==> config.mk <==
export PLATFORM = sky130hd
export DESIGN_NAME = hwm_status_readout
export DESIGN_NICKNAME = d
export VERILOG_FILES = /design/src/rtl/hwm_sr_pkg.sv /design/src/rtl/hwm_sr_warn.sv /design/src/rtl/hwm_sr_window.sv /design/src/rtl/hwm_status_readout.sv
export VERILOG_INCLUDE_DIRS = /design/src /design/src/rtl
export SDC_FILE = /design/constraint.sdc
export NUM_CORES = 1
export LEC_CHECK = 0
export BUFFER_PORTS_ARGS = -buffer_cell sky130_fd_sc_hd__buf_4
export CAP_MARGIN = 10
export CORE_ASPECT_RATIO = 0.8
export CORE_MARGIN = 3
export CORE_UTILIZATION = 55
export DETAILED_ROUTE_END_ITERATION = 8
export GPL_ROUTABILITY_DRIVEN = 1
export PLACE_DENSITY = 0.71
export SLEW_MARGIN = 10
export SYNTH_ARGS = -nofsm -noshare
export SYNTH_HDL_FRONTEND = slang
export SYNTH_SLANG_ARGS = --single-unit
==> constraint.sdc <==
create_clock -name mclk -period 19 [get_ports mclk]
set_input_delay 2.85 -clock mclk [delete_from_list [all_inputs] [get_ports mclk]]
set_output_delay 2.85 -clock mclk [all_outputs]
set_load 0.05 [all_outputs]
==> src/rtl/hwm_sr_defines.svh <==
// named offsets, indexes, bit positions and timing figures of the status readout
`ifndef HWM_SR_DEFINES_SVH
`define HWM_SR_DEFINES_SVH

// avalon byte addresses
`define HWM_SR_ADDR_BANK      5'h00
`define HWM_SR_ADDR_INDEX     5'h04
`define HWM_SR_ADDR_DATA      5'h08
`define HWM_SR_ADDR_CTRL      5'h0c
`define HWM_SR_ADDR_AUXTEMP   5'h10
`define HWM_SR_CTRL_BATT_EN   0

// monitor banks
`define HWM_SR_BANK_FOUR      3'h4
`define HWM_SR_BANK_FIVE      3'h5

// bank 4 indexes
`define HWM_SR_IDX_AUX_OFFSET 8'h56
`define HWM_SR_IDX_STATUS_ONE 8'h59
`define HWM_SR_IDX_STATUS_TWO 8'h5a
`define HWM_SR_IDX_STATUS_THR 8'h5b

// bank 5 indexes
`define HWM_SR_IDX_SB_READ    8'h50
`define HWM_SR_IDX_BAT_READ   8'h51
`define HWM_SR_IDX_V4_READ    8'h52
`define HWM_SR_IDX_FAN_READ   8'h53
`define HWM_SR_IDX_SB_HI      8'h54
`define HWM_SR_IDX_SB_LO      8'h55
`define HWM_SR_IDX_BAT_HI     8'h56
`define HWM_SR_IDX_BAT_LO     8'h57
`define HWM_SR_IDX_V4_HI      8'h58
`define HWM_SR_IDX_V4_LO      8'h59
`define HWM_SR_IDX_FAN_LIMIT  8'h5c

// status one bit positions
`define HWM_SR_S1_CPU_FAN0    7
`define HWM_SR_S1_SYS_FAN     6
`define HWM_SR_S1_CPU_TEMP    5
`define HWM_SR_S1_SYS_TEMP    4
`define HWM_SR_S1_MAIN_3V3    3
`define HWM_SR_S1_ANALOG      2
`define HWM_SR_S1_VOLT_IN_ZERO        1
`define HWM_SR_S1_CORE        0
// status two bit positions
`define HWM_SR_S2_CPU_WARN    7
`define HWM_SR_S2_SYS_WARN    6
`define HWM_SR_S2_AUX_TEMP    5
`define HWM_SR_S2_CASE_OPEN   4
`define HWM_SR_S2_AUX_FAN0    3
`define HWM_SR_S2_CPU_FAN1    2
`define HWM_SR_S2_FAN1_WARN   1
`define HWM_SR_S2_VOLT_IN_ONE        0
// status three bit positions
`define HWM_SR_S3_AUX_FAN1    7
`define HWM_SR_S3_VOLT_IN_TWO        5
`define HWM_SR_S3_VOLT_IN_THREE        4
`define HWM_SR_S3_VOLT_IN_FOUR        3
`define HWM_SR_S3_AUX_WARN    2
`define HWM_SR_S3_BATTERY     1
`define HWM_SR_S3_STANDBY     0

// reset values
`define HWM_SR_BYTE_RESET     8'h00
`define HWM_SR_WORD_RESET     32'h0000_0000

// timing
`define HWM_SR_CLK_HZ         100000000
`define HWM_SR_WARN_TIME_S    180

`endif

==> src/rtl/hwm_sr_pkg.sv <==
// types shared by the status readout modules
package hwm_sr_pkg;

	typedef enum logic [3:0]
	{
		HWM_LOC_NONE      = 4'b0000,
		HWM_LOC_AUX_OFS   = 4'b0001,
		HWM_LOC_ST_ONE    = 4'b0010,
		HWM_LOC_ST_TWO    = 4'b0011,
		HWM_LOC_ST_THR    = 4'b0100,
		HWM_LOC_SB_READ   = 4'b0101,
		HWM_LOC_BAT_READ  = 4'b0110,
		HWM_LOC_V4_READ   = 4'b0111,
		HWM_LOC_FAN_READ  = 4'b1000,
		HWM_LOC_SB_HI     = 4'b1001,
		HWM_LOC_SB_LO     = 4'b1010,
		HWM_LOC_BAT_HI    = 4'b1011,
		HWM_LOC_BAT_LO    = 4'b1100,
		HWM_LOC_V4_HI     = 4'b1101,
		HWM_LOC_V4_LO     = 4'b1110,
		HWM_LOC_FAN_LIMIT = 4'b1111
	} hwm_sr_loc_t;

	// fan counts over their limits, judged by the fan counters
	typedef struct packed
	{
		logic cpu_fan_zero_tach;
		logic system_fan_tach;
		logic aux_fan_zero_tach;
		logic cpu_fan_one_tach;
	} hwm_sr_fan_t;

	// rails outside their windows, judged by the main value bank
	typedef struct packed
	{
		logic main_3v3_rail;
		logic analog_supply_rail;
		logic volt_in_zero;
		logic cpu_core_rail;
		logic volt_in_one;
		logic volt_in_two;
		logic volt_in_three;
	} hwm_sr_volt_t;

	// per temperature channel: above over-temperature, below hysteresis
	typedef struct packed
	{
		logic over;
		logic below_hyst;
	} hwm_sr_temp_t;

	// per fan-control channel: thermal cruise, full speed, above target
	typedef struct packed
	{
		logic cruise;
		logic full_speed;
		logic above_target;
	} hwm_sr_cruise_t;

	typedef struct packed
	{
		logic [63:0] count;
		logic        flag;
	} hwm_sr_warn_state_t;

	typedef struct packed
	{
		logic [2:0]  bank;
		logic [7:0]  index;
		logic        batt_en;
		logic [7:0]  aux_offset;
		logic [7:0]  sb_hi;
		logic [7:0]  sb_lo;
		logic [7:0]  bat_hi;
		logic [7:0]  bat_lo;
		logic [7:0]  v4_hi;
		logic [7:0]  v4_lo;
		logic [7:0]  fan_limit;
		logic [7:0]  sb_rd;
		logic [7:0]  bat_rd;
		logic [7:0]  v4_rd;
		logic [7:0]  fan_rd;
		logic [2:0]  hyst;
		logic        case_latch;
		logic [1:0]  case_sync;
		logic [7:0]  st_one;
		logic [7:0]  st_two;
		logic [7:0]  st_three;
		logic        ack;
		logic        waiting;
		logic [31:0] rdata;
		logic [7:0]  aux_rep;
	} hwm_sr_state_t;

endpackage

==> src/rtl/hwm_sr_warn.sv <==
// fan-control warning timer for one channel
`include "hwm_sr_defines.svh"

module hwm_sr_warn
#(
	parameter longint unsigned WARN_CYCLES = 64'(`HWM_SR_WARN_TIME_S) * 64'(`HWM_SR_CLK_HZ)
)
(
	input  wire logic                    mclk,
	input  wire logic                    reset,
	input  wire hwm_sr_pkg::hwm_sr_cruise_t cond,
	output logic                         warn
);

	hwm_sr_pkg::hwm_sr_warn_state_t state;
	hwm_sr_pkg::hwm_sr_warn_state_t next_state;

	always_comb
	begin
		next_state = state;
		// any break in the condition restarts the full period
		if (cond.cruise && cond.full_speed && cond.above_target)
		begin
			if (state.count >= WARN_CYCLES - 64'd1)
				next_state.flag = 1'b1;
			else
				next_state.count = state.count + 64'd1;
		end
		else
		begin
			next_state.count = 64'd0;
			next_state.flag  = 1'b0;
		end
	end

	always_ff @(posedge mclk or posedge reset)
	begin
		if (reset)
			state <= '0;
		else
			state <= next_state;
	end

	assign warn = state.flag;

endmodule

==> src/rtl/hwm_sr_window.sv <==
// limit window compare for one rail reading
module hwm_sr_window
(
	input  wire logic       enable,
	input  wire logic [7:0] value,
	input  wire logic [7:0] high_limit,
	input  wire logic [7:0] low_limit,
	output logic            outside
);

	// a disabled rail never reports, its reading is not trusted
	assign outside = enable && ((value > high_limit) || (value < low_limit));

endmodule

==> src/rtl/hwm_status_readout.sv <==
// hardware monitor status registers and second value bank behind avalon-mm
//
// Functional notes
// - aux temperature reported as measured value plus bank 4 offset byte.
// - status one bit 7 reads 1 while cpu fan 0 count over limit.
// - status one bit 6 reads 1 while system fan count over limit.
// - cpu and system temperature bits set over limit, clear below hysteresis.
// - status one bits 3..0 flag four rails outside their limits.
// - three status registers read-only at 59h-5Bh bank 4, reset zero.
// - cpu and system warnings after 3 minutes above target at full speed.
// - status two bit 1 warns for cpu fan 1 selected temperature.
// - status three bit 2 warns for aux temperature likewise.
// - aux temperature bit sets over limit, clears below hysteresis.
// - case open bit latches once intrusion detected.
// - status two bits 3,2 flag aux fan 0 and cpu fan 1 counts.
// - status two bit 0 flags voltage input 1 outside limits.
// - status three bit 7 flags aux fan 1 count; bit 6 reserved.
// - status three bits 5,4,3 flag voltage inputs 2,3,4.
// - status three bits 1,0 flag battery and standby rails.
// - bank 5 50h-53h hold standby, battery, input 4, aux fan 1 count.
// - battery reading invalid unless battery monitor enable bit set.
// - bank 5 5Ch holds aux fan 1 count limit in clock ticks.
//
// The Avalon-MM register port was left to the implementer.
`include "hwm_sr_defines.svh"

module hwm_status_readout
#(
	parameter longint unsigned WARN_CYCLES =
		64'(`HWM_SR_WARN_TIME_S) * 64'(`HWM_SR_CLK_HZ)
)
(
	input  wire logic                          mclk,
	input  wire logic                          reset,
	input  wire logic [4:0]                    avs_address,
	input  wire logic                          avs_read,
	input  wire logic                          avs_write,
	input  wire logic [31:0]                   avs_writedata,
	input  wire logic [3:0]                    avs_byteenable,
	output logic      [31:0]                   avs_readdata,
	output logic                               avs_waitrequest,
	input  wire logic                          sample_valid,
	input  wire logic [7:0]                    standby_rail,
	input  wire logic [7:0]                    battery_rail,
	input  wire logic [7:0]                    volt_in_four,
	input  wire logic [7:0]                    aux_fan_one_tach,
	input  wire logic [7:0]                    aux_temp_input,
	input  wire hwm_sr_pkg::hwm_sr_fan_t       fan_over,
	input  wire hwm_sr_pkg::hwm_sr_volt_t      volt_outside,
	input  wire hwm_sr_pkg::hwm_sr_temp_t      cpu_temp_input,
	input  wire hwm_sr_pkg::hwm_sr_temp_t      system_temp_input,
	input  wire hwm_sr_pkg::hwm_sr_temp_t      aux_temp_limit,
	input  wire hwm_sr_pkg::hwm_sr_cruise_t    cpu_cruise,
	input  wire hwm_sr_pkg::hwm_sr_cruise_t    system_cruise,
	input  wire hwm_sr_pkg::hwm_sr_cruise_t    fan1_cruise,
	input  wire hwm_sr_pkg::hwm_sr_cruise_t    aux_cruise,
	input  wire logic                          case_open_pin,
	output logic      [7:0]                    aux_temp_reading,
	output logic                               battery_monitor_enable
);

	////////////////////////////////////////////////////////////////////////////
	// location decode

	function automatic hwm_sr_pkg::hwm_sr_loc_t locate(input logic [2:0] bank,
		input logic [7:0] index);
		hwm_sr_pkg::hwm_sr_loc_t loc;
		loc = hwm_sr_pkg::HWM_LOC_NONE;
		if (bank == `HWM_SR_BANK_FOUR)
		begin
			case (index)
				`HWM_SR_IDX_AUX_OFFSET: loc = hwm_sr_pkg::HWM_LOC_AUX_OFS;
				`HWM_SR_IDX_STATUS_ONE: loc = hwm_sr_pkg::HWM_LOC_ST_ONE;
				`HWM_SR_IDX_STATUS_TWO: loc = hwm_sr_pkg::HWM_LOC_ST_TWO;
				`HWM_SR_IDX_STATUS_THR: loc = hwm_sr_pkg::HWM_LOC_ST_THR;
				default:                loc = hwm_sr_pkg::HWM_LOC_NONE;
			endcase
		end
		else if (bank == `HWM_SR_BANK_FIVE)
		begin
			case (index)
				`HWM_SR_IDX_SB_READ:   loc = hwm_sr_pkg::HWM_LOC_SB_READ;
				`HWM_SR_IDX_BAT_READ:  loc = hwm_sr_pkg::HWM_LOC_BAT_READ;
				`HWM_SR_IDX_V4_READ:   loc = hwm_sr_pkg::HWM_LOC_V4_READ;
				`HWM_SR_IDX_FAN_READ:  loc = hwm_sr_pkg::HWM_LOC_FAN_READ;
				`HWM_SR_IDX_SB_HI:     loc = hwm_sr_pkg::HWM_LOC_SB_HI;
				`HWM_SR_IDX_SB_LO:     loc = hwm_sr_pkg::HWM_LOC_SB_LO;
				`HWM_SR_IDX_BAT_HI:    loc = hwm_sr_pkg::HWM_LOC_BAT_HI;
				`HWM_SR_IDX_BAT_LO:    loc = hwm_sr_pkg::HWM_LOC_BAT_LO;
				`HWM_SR_IDX_V4_HI:     loc = hwm_sr_pkg::HWM_LOC_V4_HI;
				`HWM_SR_IDX_V4_LO:     loc = hwm_sr_pkg::HWM_LOC_V4_LO;
				`HWM_SR_IDX_FAN_LIMIT: loc = hwm_sr_pkg::HWM_LOC_FAN_LIMIT;
				default:               loc = hwm_sr_pkg::HWM_LOC_NONE;
			endcase
		end
		return loc;
	endfunction

	hwm_sr_pkg::hwm_sr_state_t state;
	hwm_sr_pkg::hwm_sr_state_t next_state;

	////////////////////////////////////////////////////////////////////////////
	// rail windows and hysteresis

	logic [2:0]  rail_outside;
	logic [2:0]  rail_enable;
	logic [23:0] rail_value;
	logic [23:0] rail_high;
	logic [23:0] rail_low;
	logic [2:0]  temp_over;
	logic [2:0]  temp_below;
	logic [3:0]  warn;

	// index 0 standby, 1 battery, 2 input 4
	assign rail_enable = {1'b1, state.batt_en, 1'b1};
	assign rail_value  = {state.v4_rd, state.bat_rd, state.sb_rd};
	assign rail_high   = {state.v4_hi, state.bat_hi, state.sb_hi};
	assign rail_low    = {state.v4_lo, state.bat_lo, state.sb_lo};

	genvar gi;
	generate
		for (gi = 0; gi < 3; gi++)
		begin : g_rail
			hwm_sr_window u_window
			(
				.enable     (rail_enable[gi]),
				.value      (rail_value[gi*8 +: 8]),
				.high_limit (rail_high[gi*8 +: 8]),
				.low_limit  (rail_low[gi*8 +: 8]),
				.outside    (rail_outside[gi])
			);
		end
	endgenerate

	// index 0 cpu, 1 system, 2 aux
	assign temp_over  = {aux_temp_limit.over, system_temp_input.over,
		cpu_temp_input.over};
	assign temp_below = {aux_temp_limit.below_hyst, system_temp_input.below_hyst,
		cpu_temp_input.below_hyst};

	////////////////////////////////////////////////////////////////////////////
	// fan-control warning timers

	hwm_sr_pkg::hwm_sr_cruise_t cruise [4];
	assign cruise[0] = cpu_cruise;
	assign cruise[1] = system_cruise;
	assign cruise[2] = fan1_cruise;
	assign cruise[3] = aux_cruise;

	generate
		for (gi = 0; gi < 4; gi++)
		begin : g_warn
			hwm_sr_warn
			#(
				.WARN_CYCLES (WARN_CYCLES)
			)
			u_warn
			(
				.mclk  (mclk),
				.reset (reset),
				.cond  (cruise[gi]),
				.warn  (warn[gi])
			);
		end
	endgenerate

	////////////////////////////////////////////////////////////////////////////
	// next state

	hwm_sr_pkg::hwm_sr_loc_t loc;
	logic                    wr_now;
	logic [7:0]              wbyte;
	logic [7:0]              data_rd;

	assign loc    = locate(state.bank, state.index);
	assign wr_now = avs_write && state.ack && avs_byteenable[0];
	assign wbyte  = avs_writedata[7:0];

	always_comb
	begin
		data_rd = `HWM_SR_BYTE_RESET;
		case (loc)
			hwm_sr_pkg::HWM_LOC_AUX_OFS:   data_rd = state.aux_offset;
			hwm_sr_pkg::HWM_LOC_ST_ONE:    data_rd = state.st_one;
			hwm_sr_pkg::HWM_LOC_ST_TWO:    data_rd = state.st_two;
			hwm_sr_pkg::HWM_LOC_ST_THR:    data_rd = state.st_three;
			hwm_sr_pkg::HWM_LOC_SB_READ:   data_rd = state.sb_rd;
			hwm_sr_pkg::HWM_LOC_BAT_READ:  data_rd = state.bat_rd;
			hwm_sr_pkg::HWM_LOC_V4_READ:   data_rd = state.v4_rd;
			hwm_sr_pkg::HWM_LOC_FAN_READ:  data_rd = state.fan_rd;
			hwm_sr_pkg::HWM_LOC_SB_HI:     data_rd = state.sb_hi;
			hwm_sr_pkg::HWM_LOC_SB_LO:     data_rd = state.sb_lo;
			hwm_sr_pkg::HWM_LOC_BAT_HI:    data_rd = state.bat_hi;
			hwm_sr_pkg::HWM_LOC_BAT_LO:    data_rd = state.bat_lo;
			hwm_sr_pkg::HWM_LOC_V4_HI:     data_rd = state.v4_hi;
			hwm_sr_pkg::HWM_LOC_V4_LO:     data_rd = state.v4_lo;
			hwm_sr_pkg::HWM_LOC_FAN_LIMIT: data_rd = state.fan_limit;
			default:                       data_rd = `HWM_SR_BYTE_RESET;
		endcase
	end

	always_comb
	begin
		next_state = state;

		// bus handshake: one wait cycle, then waitrequest low for one cycle
		next_state.ack = (avs_read || avs_write) && !state.ack;
		// own flop so the waitrequest port needs no inverter after the register
		next_state.waiting = !next_state.ack;
		if ((avs_read || avs_write) && !state.ack)
		begin
			next_state.rdata = `HWM_SR_WORD_RESET;
			case (avs_address)
				`HWM_SR_ADDR_BANK:    next_state.rdata[2:0] = state.bank;
				`HWM_SR_ADDR_INDEX:   next_state.rdata[7:0] = state.index;
				`HWM_SR_ADDR_DATA:    next_state.rdata[7:0] = data_rd;
				`HWM_SR_ADDR_CTRL:
					next_state.rdata[`HWM_SR_CTRL_BATT_EN] = state.batt_en;
				`HWM_SR_ADDR_AUXTEMP: next_state.rdata[7:0] = state.aux_rep;
				default:              next_state.rdata = `HWM_SR_WORD_RESET;
			endcase
		end

		// writes commit on the edge that sees waitrequest low
		if (wr_now)
		begin
			case (avs_address)
				`HWM_SR_ADDR_BANK:  next_state.bank = wbyte[2:0];
				`HWM_SR_ADDR_INDEX: next_state.index = wbyte;
				`HWM_SR_ADDR_CTRL:
					next_state.batt_en = wbyte[`HWM_SR_CTRL_BATT_EN];
				`HWM_SR_ADDR_DATA:
				begin
					// status and readings are read-only, writes there drop
					case (loc)
						hwm_sr_pkg::HWM_LOC_AUX_OFS:   next_state.aux_offset = wbyte;
						hwm_sr_pkg::HWM_LOC_SB_HI:     next_state.sb_hi = wbyte;
						hwm_sr_pkg::HWM_LOC_SB_LO:     next_state.sb_lo = wbyte;
						hwm_sr_pkg::HWM_LOC_BAT_HI:    next_state.bat_hi = wbyte;
						hwm_sr_pkg::HWM_LOC_BAT_LO:    next_state.bat_lo = wbyte;
						hwm_sr_pkg::HWM_LOC_V4_HI:     next_state.v4_hi = wbyte;
						hwm_sr_pkg::HWM_LOC_V4_LO:     next_state.v4_lo = wbyte;
						hwm_sr_pkg::HWM_LOC_FAN_LIMIT: next_state.fan_limit = wbyte;
						default:                       next_state.bank = state.bank;
					endcase
				end
				default: next_state.bank = state.bank;
			endcase
		end

		// readings captured together so a read never mixes two samples
		if (sample_valid)
		begin
			next_state.sb_rd  = standby_rail;
			next_state.bat_rd = battery_rail;
			next_state.v4_rd  = volt_in_four;
			next_state.fan_rd = aux_fan_one_tach;
		end

		// offset sum wraps at 8 bits like the sensor byte
		next_state.aux_rep = 8'(aux_temp_input + state.aux_offset);

		for (int i = 0; i < 3; i++)
		begin
			if (temp_over[i])
				next_state.hyst[i] = 1'b1;
			else if (temp_below[i])
				next_state.hyst[i] = 1'b0;
		end

		next_state.case_sync = {state.case_sync[0], case_open_pin};
		// no clear path: only reset releases the intrusion latch
		if (state.case_sync[1])
			next_state.case_latch = 1'b1;

		next_state.st_one[`HWM_SR_S1_CPU_FAN0] = fan_over.cpu_fan_zero_tach;
		next_state.st_one[`HWM_SR_S1_SYS_FAN]  = fan_over.system_fan_tach;
		next_state.st_one[`HWM_SR_S1_CPU_TEMP] = state.hyst[0];
		next_state.st_one[`HWM_SR_S1_SYS_TEMP] = state.hyst[1];
		next_state.st_one[`HWM_SR_S1_MAIN_3V3] = volt_outside.main_3v3_rail;
		next_state.st_one[`HWM_SR_S1_ANALOG]   = volt_outside.analog_supply_rail;
		next_state.st_one[`HWM_SR_S1_VOLT_IN_ZERO]     = volt_outside.volt_in_zero;
		next_state.st_one[`HWM_SR_S1_CORE]     = volt_outside.cpu_core_rail;

		next_state.st_two[`HWM_SR_S2_CPU_WARN]  = warn[0];
		next_state.st_two[`HWM_SR_S2_SYS_WARN]  = warn[1];
		next_state.st_two[`HWM_SR_S2_AUX_TEMP]  = state.hyst[2];
		next_state.st_two[`HWM_SR_S2_CASE_OPEN] = state.case_latch;
		next_state.st_two[`HWM_SR_S2_AUX_FAN0]  = fan_over.aux_fan_zero_tach;
		next_state.st_two[`HWM_SR_S2_CPU_FAN1]  = fan_over.cpu_fan_one_tach;
		next_state.st_two[`HWM_SR_S2_FAN1_WARN] = warn[2];
		next_state.st_two[`HWM_SR_S2_VOLT_IN_ONE]      = volt_outside.volt_in_one;

		next_state.st_three = `HWM_SR_BYTE_RESET;
		// higher count means a slower fan, so over the limit is too slow
		next_state.st_three[`HWM_SR_S3_AUX_FAN1] = state.fan_rd > state.fan_limit;
		next_state.st_three[`HWM_SR_S3_VOLT_IN_TWO]     = volt_outside.volt_in_two;
		next_state.st_three[`HWM_SR_S3_VOLT_IN_THREE]     = volt_outside.volt_in_three;
		next_state.st_three[`HWM_SR_S3_VOLT_IN_FOUR]     = rail_outside[2];
		next_state.st_three[`HWM_SR_S3_AUX_WARN] = warn[3];
		next_state.st_three[`HWM_SR_S3_BATTERY]  = rail_outside[1];
		next_state.st_three[`HWM_SR_S3_STANDBY]  = rail_outside[0];
	end

	////////////////////////////////////////////////////////////////////////////
	// state register

	always_ff @(posedge mclk or posedge reset)
	begin
		if (reset)
			state <= '{waiting: 1'b1, default: '0};
		else
			state <= next_state;
	end

	assign avs_readdata           = state.rdata;
	assign avs_waitrequest        = state.waiting;
	assign aux_temp_reading       = state.aux_rep;
	assign battery_monitor_enable = state.batt_en;

endmodule

# Word-level counts from Yosys, hierarchy flattened

Cells that the tools add are included.

ROM bits: 0
Bits of input ports: 116
Word-level logic and storage cells: 152
Memories: 0
Bits in latches: 0
Bits in writable memories: 0
Output and inout bits: 42
Bits in registers: 415

Order comparisons: 11
Add/subtract/negate cells: 5
Reductions and logical operators: 33
Multipliers: 0
Div/mod/pow operators: 0
Bitwise gates (word level): 0
Shift-type cells: 0
Equality and inequality tests: 42
Mux-type cells: 26

Operators by type and width:

| kind                    | count |
|---|---|
| $mux W65                | 4 |
| $add A64 B1 Y64 const B | 4 |
| $ge A64 B35 Y1 const B  | 4 |
| $mux W64                | 4 |
| $pmux W8 S15            | 1 |
| $eq A8 B7 Y1 const B    | 13 |
| $pmux W4 S11            | 1 |
| $eq A4 B4 Y1 const B    | 8 |
| $gt A8 B8 Y1            | 4 |
| $lt A8 B8 Y1            | 3 |
| $reduce_and A3 Y1       | 8 |
| $eq A4 B3 Y1 const B    | 4 |
| $ne A2 B2 Y1 const B    | 8 |
| $pmux W5 S3             | 1 |
| $logic_and A1 B1 Y1     | 12 |
| $pmux W3 S4             | 1 |
| $eq A5 B4 Y1 const B    | 2 |
| $mux W1                 | 10 |
| $add A8 B8 Y8           | 1 |
| $eq A4 B2 Y1 const B    | 2 |
| $mux W4                 | 2 |
| $pmux W2 S4             | 1 |
| $eq A3 B3 Y1 const B    | 2 |
| $reduce_and A2 Y1       | 3 |
| 8 further kinds         | 14 |

# Logic depth before layout (Yosys ltp)

Depth in word-level cells: 7
Mapped depth: 9
Depth with buffers taken out: 9

# Modules after synthesis

Synthesis repeated with hierarchy kept, for this count alone.

Cells, all modules: 2017
Area, all modules: 21065.2 µm²

By module, submodules not included:

| module             | area each (µm²) | sequential area each (µm²) | cells an instance | times used |
|---|---|---|---|---|
| hwm_sr_warn        | 3040.4          | 1626.6                     | 301               | 4 |
| hwm_status_readout | 7713.6          | 3880.0                     | 654               | 1 |
| hwm_sr_window      | 396.6           | 0.0                        | 53                | 3 |

# Worst setup path before layout

OpenSTA, ideal clock, no wires.

Path type: input-to-reg
From: input avs_address[2]
To: register state, in the netlist rail_high[8]
Stages: 6
Arrival: 4.546 ns
Setup slack: 14.330 ns
Data required time: 18.875 ns
Buffers on the path: 1
Cell sequence: nor3_1 nor4bb_1 clkbuf_1 o211ai_1 nor3_1 mux2_2

Word-level cells in the longest chain between the ends: 2

RTL lines:

| item                        | RTL line                  | text |
|---|---|---|
| start: declaration          | hwm_status_readout.sv:35  | `input wire logic [4:0] avs_address,` |
| $eq A5 B4 Y1                | hwm_status_readout.sv:227 | `case (avs_address)` |
| $reduce_and A3 Y1 (no line) | -                         |  |
| end signal: assignment      | hwm_status_readout.sv:313 | `state <= next_state;` |
| end: declaration            | hwm_status_readout.sv:99  | `hwm_sr_pkg::hwm_sr_state_t state;` |

No other way between the ends.
A chain may end at the register's enable or synchronous reset.

==> results summary <==
CTS placed an instance of clkbuf_16 at the clock tree root. The post-synthesis simple-gate area fraction is 20.0%. The worst hold slack across all endpoints is 0.357 ns. Setup repair after global routing left no endpoint under its margin. The ratio of routed vias to standard cells came out at 6.15. The area fraction of the dominant cell type after synthesis is about half. The largest net degree at the start of global routing is 124. The worst endpoint data arrival time came out at 5.44 ns. The number of levels in the clock H-tree came out at 2. The endpoint required time on the critical path came out at 19.53 ns.

The share of the synthesized area in compound gates (AO/OA/AOI/OAI) came out at 13.6%. The number of hold buffers added after cts came out at 0. The run finished with clean final reports. The switching power summed over all nets is roughly 0.47 mW. The area of the core is around 36000 um^2.

Leaving out fill and tap cells, the most frequent cell in the layout is dfrtp_1. The initial antenna violation count is 2. Walking the worst path, the cells encountered are buf_4 -> inv_8 -> buf_4 -> buf_4. The number of max-slew violations in the final report is 0. The initial utilization of the core area, before any placement, comes to 56.6%. The number of hold-slack violations in the final timing report came out at 0. The row count is between 60 and 70. The end-of-flow core utilization came out at approximately 63%. Buffers placed on the I/O ports in this run total 106. The number of max-cap violations is 0. Across every metal layer, demand over resource in global routing totals between 20% and 30%. For this design the ratio of total power to cell area is about 84 nW/um^2. The net count reported at finish came out at approximately 2300. IR analysis of the VDD net gives a maximum drop of approximately 0.066 mV.

The detailed-routing iteration count for the pre-antenna-repair pass came out at 9. The share of the cycle needed by the critical path after routing came out at 25.9%. The tightest min-delay check is of the flop to flop type. The final instance count without filler cells came out at around 2600. The synthesized netlist devotes between 1 and 1.5% of its cell area to XOR and XNOR gates.

The horizontal extent of the die is roughly 220 um. The worst setup timing slack at the placement stage is ~13 ns. The count of instances resized after the clock tree is built came out at 0. The final worst setup slack came out at ~14 ns. The number of placed instances, taps included is about 2500. In this run, flip-flops and latches consume between 40 and 50% of the power.

The actual slew at the worst max-slew pin is around 1.2 ns. The mux share of post-synthesis cell area came out at 6.08%. The analysis attributes to cell leakage a power of between 10 and 15 nW. The critical path class is input port to asynchronous set/reset pin. The final critical path time including I/O delays and setup came out at approximately 4.9 ns. The kind of end point of the critical path is an asynchronous set/reset pin. The buffers plus inverters on the worst setup path came out at 4. The maximum single-stage delay on the critical path is 0.92 ns. The clock passes through at most 3 buffers.

The max-slew headroom at the worst pin is about 20%. Of the total power, combinational logic draws 8.1%. Ranked by total cell area, the synthesized netlist is headed by dfrtp_1 50%, mux2_2 4.8%, and2_1 3.9%. The wire length reported by the detailed router is 50.5 mm. The global-route wire length before repair came out at roughly 82 mm. The total global routing overflow came out at 0.

The synthesized netlist contains between 70 and 80 unique library cells. The first-iteration detailed-routing DRC count came out at roughly 1400. TritonCTS built the clock tree. On the final layout, the worst clock skew is 0.0180 ns. The clock-pin slew on the worst setup and hold paths is ~0.06 ns. The cell type with the highest aggregate area in the netlist is dfrtp_1. By instance count, the cell type seen most on the critical path is buf_4. The critical path's top delay family is buffers and inverters. The average wire per cell in the routed design is a little under 20 um. The yosys synthesis warning count is 0. The top cell types in the final layout, fill and taps aside, are 414 x dfrtp_1, 129 x and2_1, 123 x a21oi_1, 123 x buf_4, 114 x nand2_1. The post-synthesis to final-layout area growth is 11.7%. For the worst-skew pair, the clock arrives at the later sink with an insertion delay of roughly 0.55 ns. The number of global-route vias before repair came to 15400. Setup violations remaining at the end of the flow were counted as 0. Among all stages on the critical path, the largest delay is contributed by buf_4. The maximum clock rate came out at 0.203 GHz. The sink count of the clock tree came out at roughly 420. The count of antenna-violating nets left after detailed routing is 0. The HPWL after detailed placement is ~35 mm. The number of synthesized register bits is between 400 and 500. The fraction of layout instances using a drive strength above 1 came out at roughly 15%.

The synthesized design contains 0 enable-type register cells. The number of antenna diodes in the final layout is 0. The element type at the critical path start is an input port.

Of all nets on the critical path, the largest fanout is around 120. In this run the cell area of the synthesized design comes to just over 20000 um^2. The global placer's final weighted congestion is roughly 0.93. The area of the die is approximately 40000 um^2. The clock power share is 44.3%. The count of pins on the block boundary came out at around 160.

The sequential cell area fraction in the yosys report is between 50% and 60%. The post-CTS repair timing setup buffer count came out at 0. After synthesis, the largest family of logic cells by area is simple AND/OR/NAND/NOR gates. Counting flops with an async set or reset pin after synthesis yields a share of 100%. The number of buffers created by CTS came out at between 40 and 50. The switching share of power is approximately a quarter. The dominant synthesized flop cell is dfrtp_1.

The synthesized netlist cell count came out at slightly above 2000. The design internal power is approximately 1.5 mW. The setup total negative slack is 0 ns.

The count of vias placed by the detailed router came out at ~16000. After detailed routing, the number of remaining DRC violations is 0. The height of the chip came out at approximately 180 um.

The mean area per synthesized cell came out at roughly 10 um^2. The synthesized netlist devotes under 10% of its cell area to adder and majority cells.
## per-stage QoR
step / power, mW / instance area, um^2
2_1_floorplan: 1.04 / 20700
3_3_place_gp: 1.09 / 21600
3_5_place_dp: 1.09 / 21600
6_report: 1.94 / 23000
4_1_cts: 1.96 / 23000
5_1_grt: 2.01 / 23000
## path summary, 6_finish.rpt
check	start	to	slack, ns	cells after the start
setup / recovery	reset	aux_temp_reading[2]	14.08	4
hold / removal	next_state[67]	state[67]	0.36	0
setup reg to reg	g_warn[0].u_warn.state[18]	g_warn[0].u_warn.state[31]	15.77	6
hold reg to reg	next_state[67]	state[67]	0.36	0
max in group mclk	avs_address[2]	state[104]	14.25	7
min in group asynchronous	reset	g_warn[0].u_warn.state[23]	2.48	2
## metal layers
metal	wire length, um	up-vias	track usage [%]
li1	-	7394	-
met5	0	-	0
met1	23100	7908	36.7
met3	3130	108	4.42
met4	1750	0	9.03
met2	22600	466	39.2
## power groups by stage
stage                     combinational [mW]  sequential [mW]  clock, mW
after floorplan                        0.116            0.927          0
after global placement                 0.152            0.938          0
after detailed placement               0.157            0.938          0
after CTS                              0.157            0.922      0.877
after global routing                   0.172            0.924      0.912
final                                  0.156            0.922      0.857
## layout make-up
class                      count  area (um^2)
sequential                   415        10400
clock buffer                  57         1230
clock inverter                19          206
inverter                      87          334
timing repair buffer         123          923
fill                        2944        13400
multi-input combinational   1401         9320
tap                          480          601
## cells by family (layout without fill, tap and decap cells)
family / count (synthesis) / count (layout)
AO/OA/AOI/OAI: 430 / 430
XOR/XNOR: 25 / 25
adder cells (fa/ha/maj): 66 / 66
buffers and inverters: 218 / 286
flip-flops: 415 / 415
multiplexers: 114 / 114
other: 1 / 24
AND/OR/NAND/NOR: 742 / 742
## sequential cells by signal (all words and copies together), names as in the netlist
| register | count |
|---|---|
| g_warn.u_warn.state | 256 |
| state | 60 |
| rail_high | 24 |
| rail_low | 24 |
| rail_value | 24 |
| aux_temp_reading | 8 |
| avs_readdata | 8 |
| next_state | 5 |
| g_warn.u_warn.warn | 4 |
| avs_waitrequest | 1 |
| battery_monitor_enable | 1 |
## cell usage after synthesis, drive strengths merged, types with 52 or more instances
cell type  number
a21oi         123
and2          130
buf            52
clkbuf         79
dfrtp         414
ha             64
inv            86
mux2           88
nand2         114
nand3          81
nor2          103
o21ai          99
or3            63
## worst reg2reg max path: cells and delay by family (launching register included)
kind / cells / cell delay (ns)
flip-flops: 1 / 0.44
AO/OA/AOI/OAI: 4 / 1.45
AND/OR/NAND/NOR: 2 / 1.26
No activity file was read; power rests on OpenSTA's default activity.
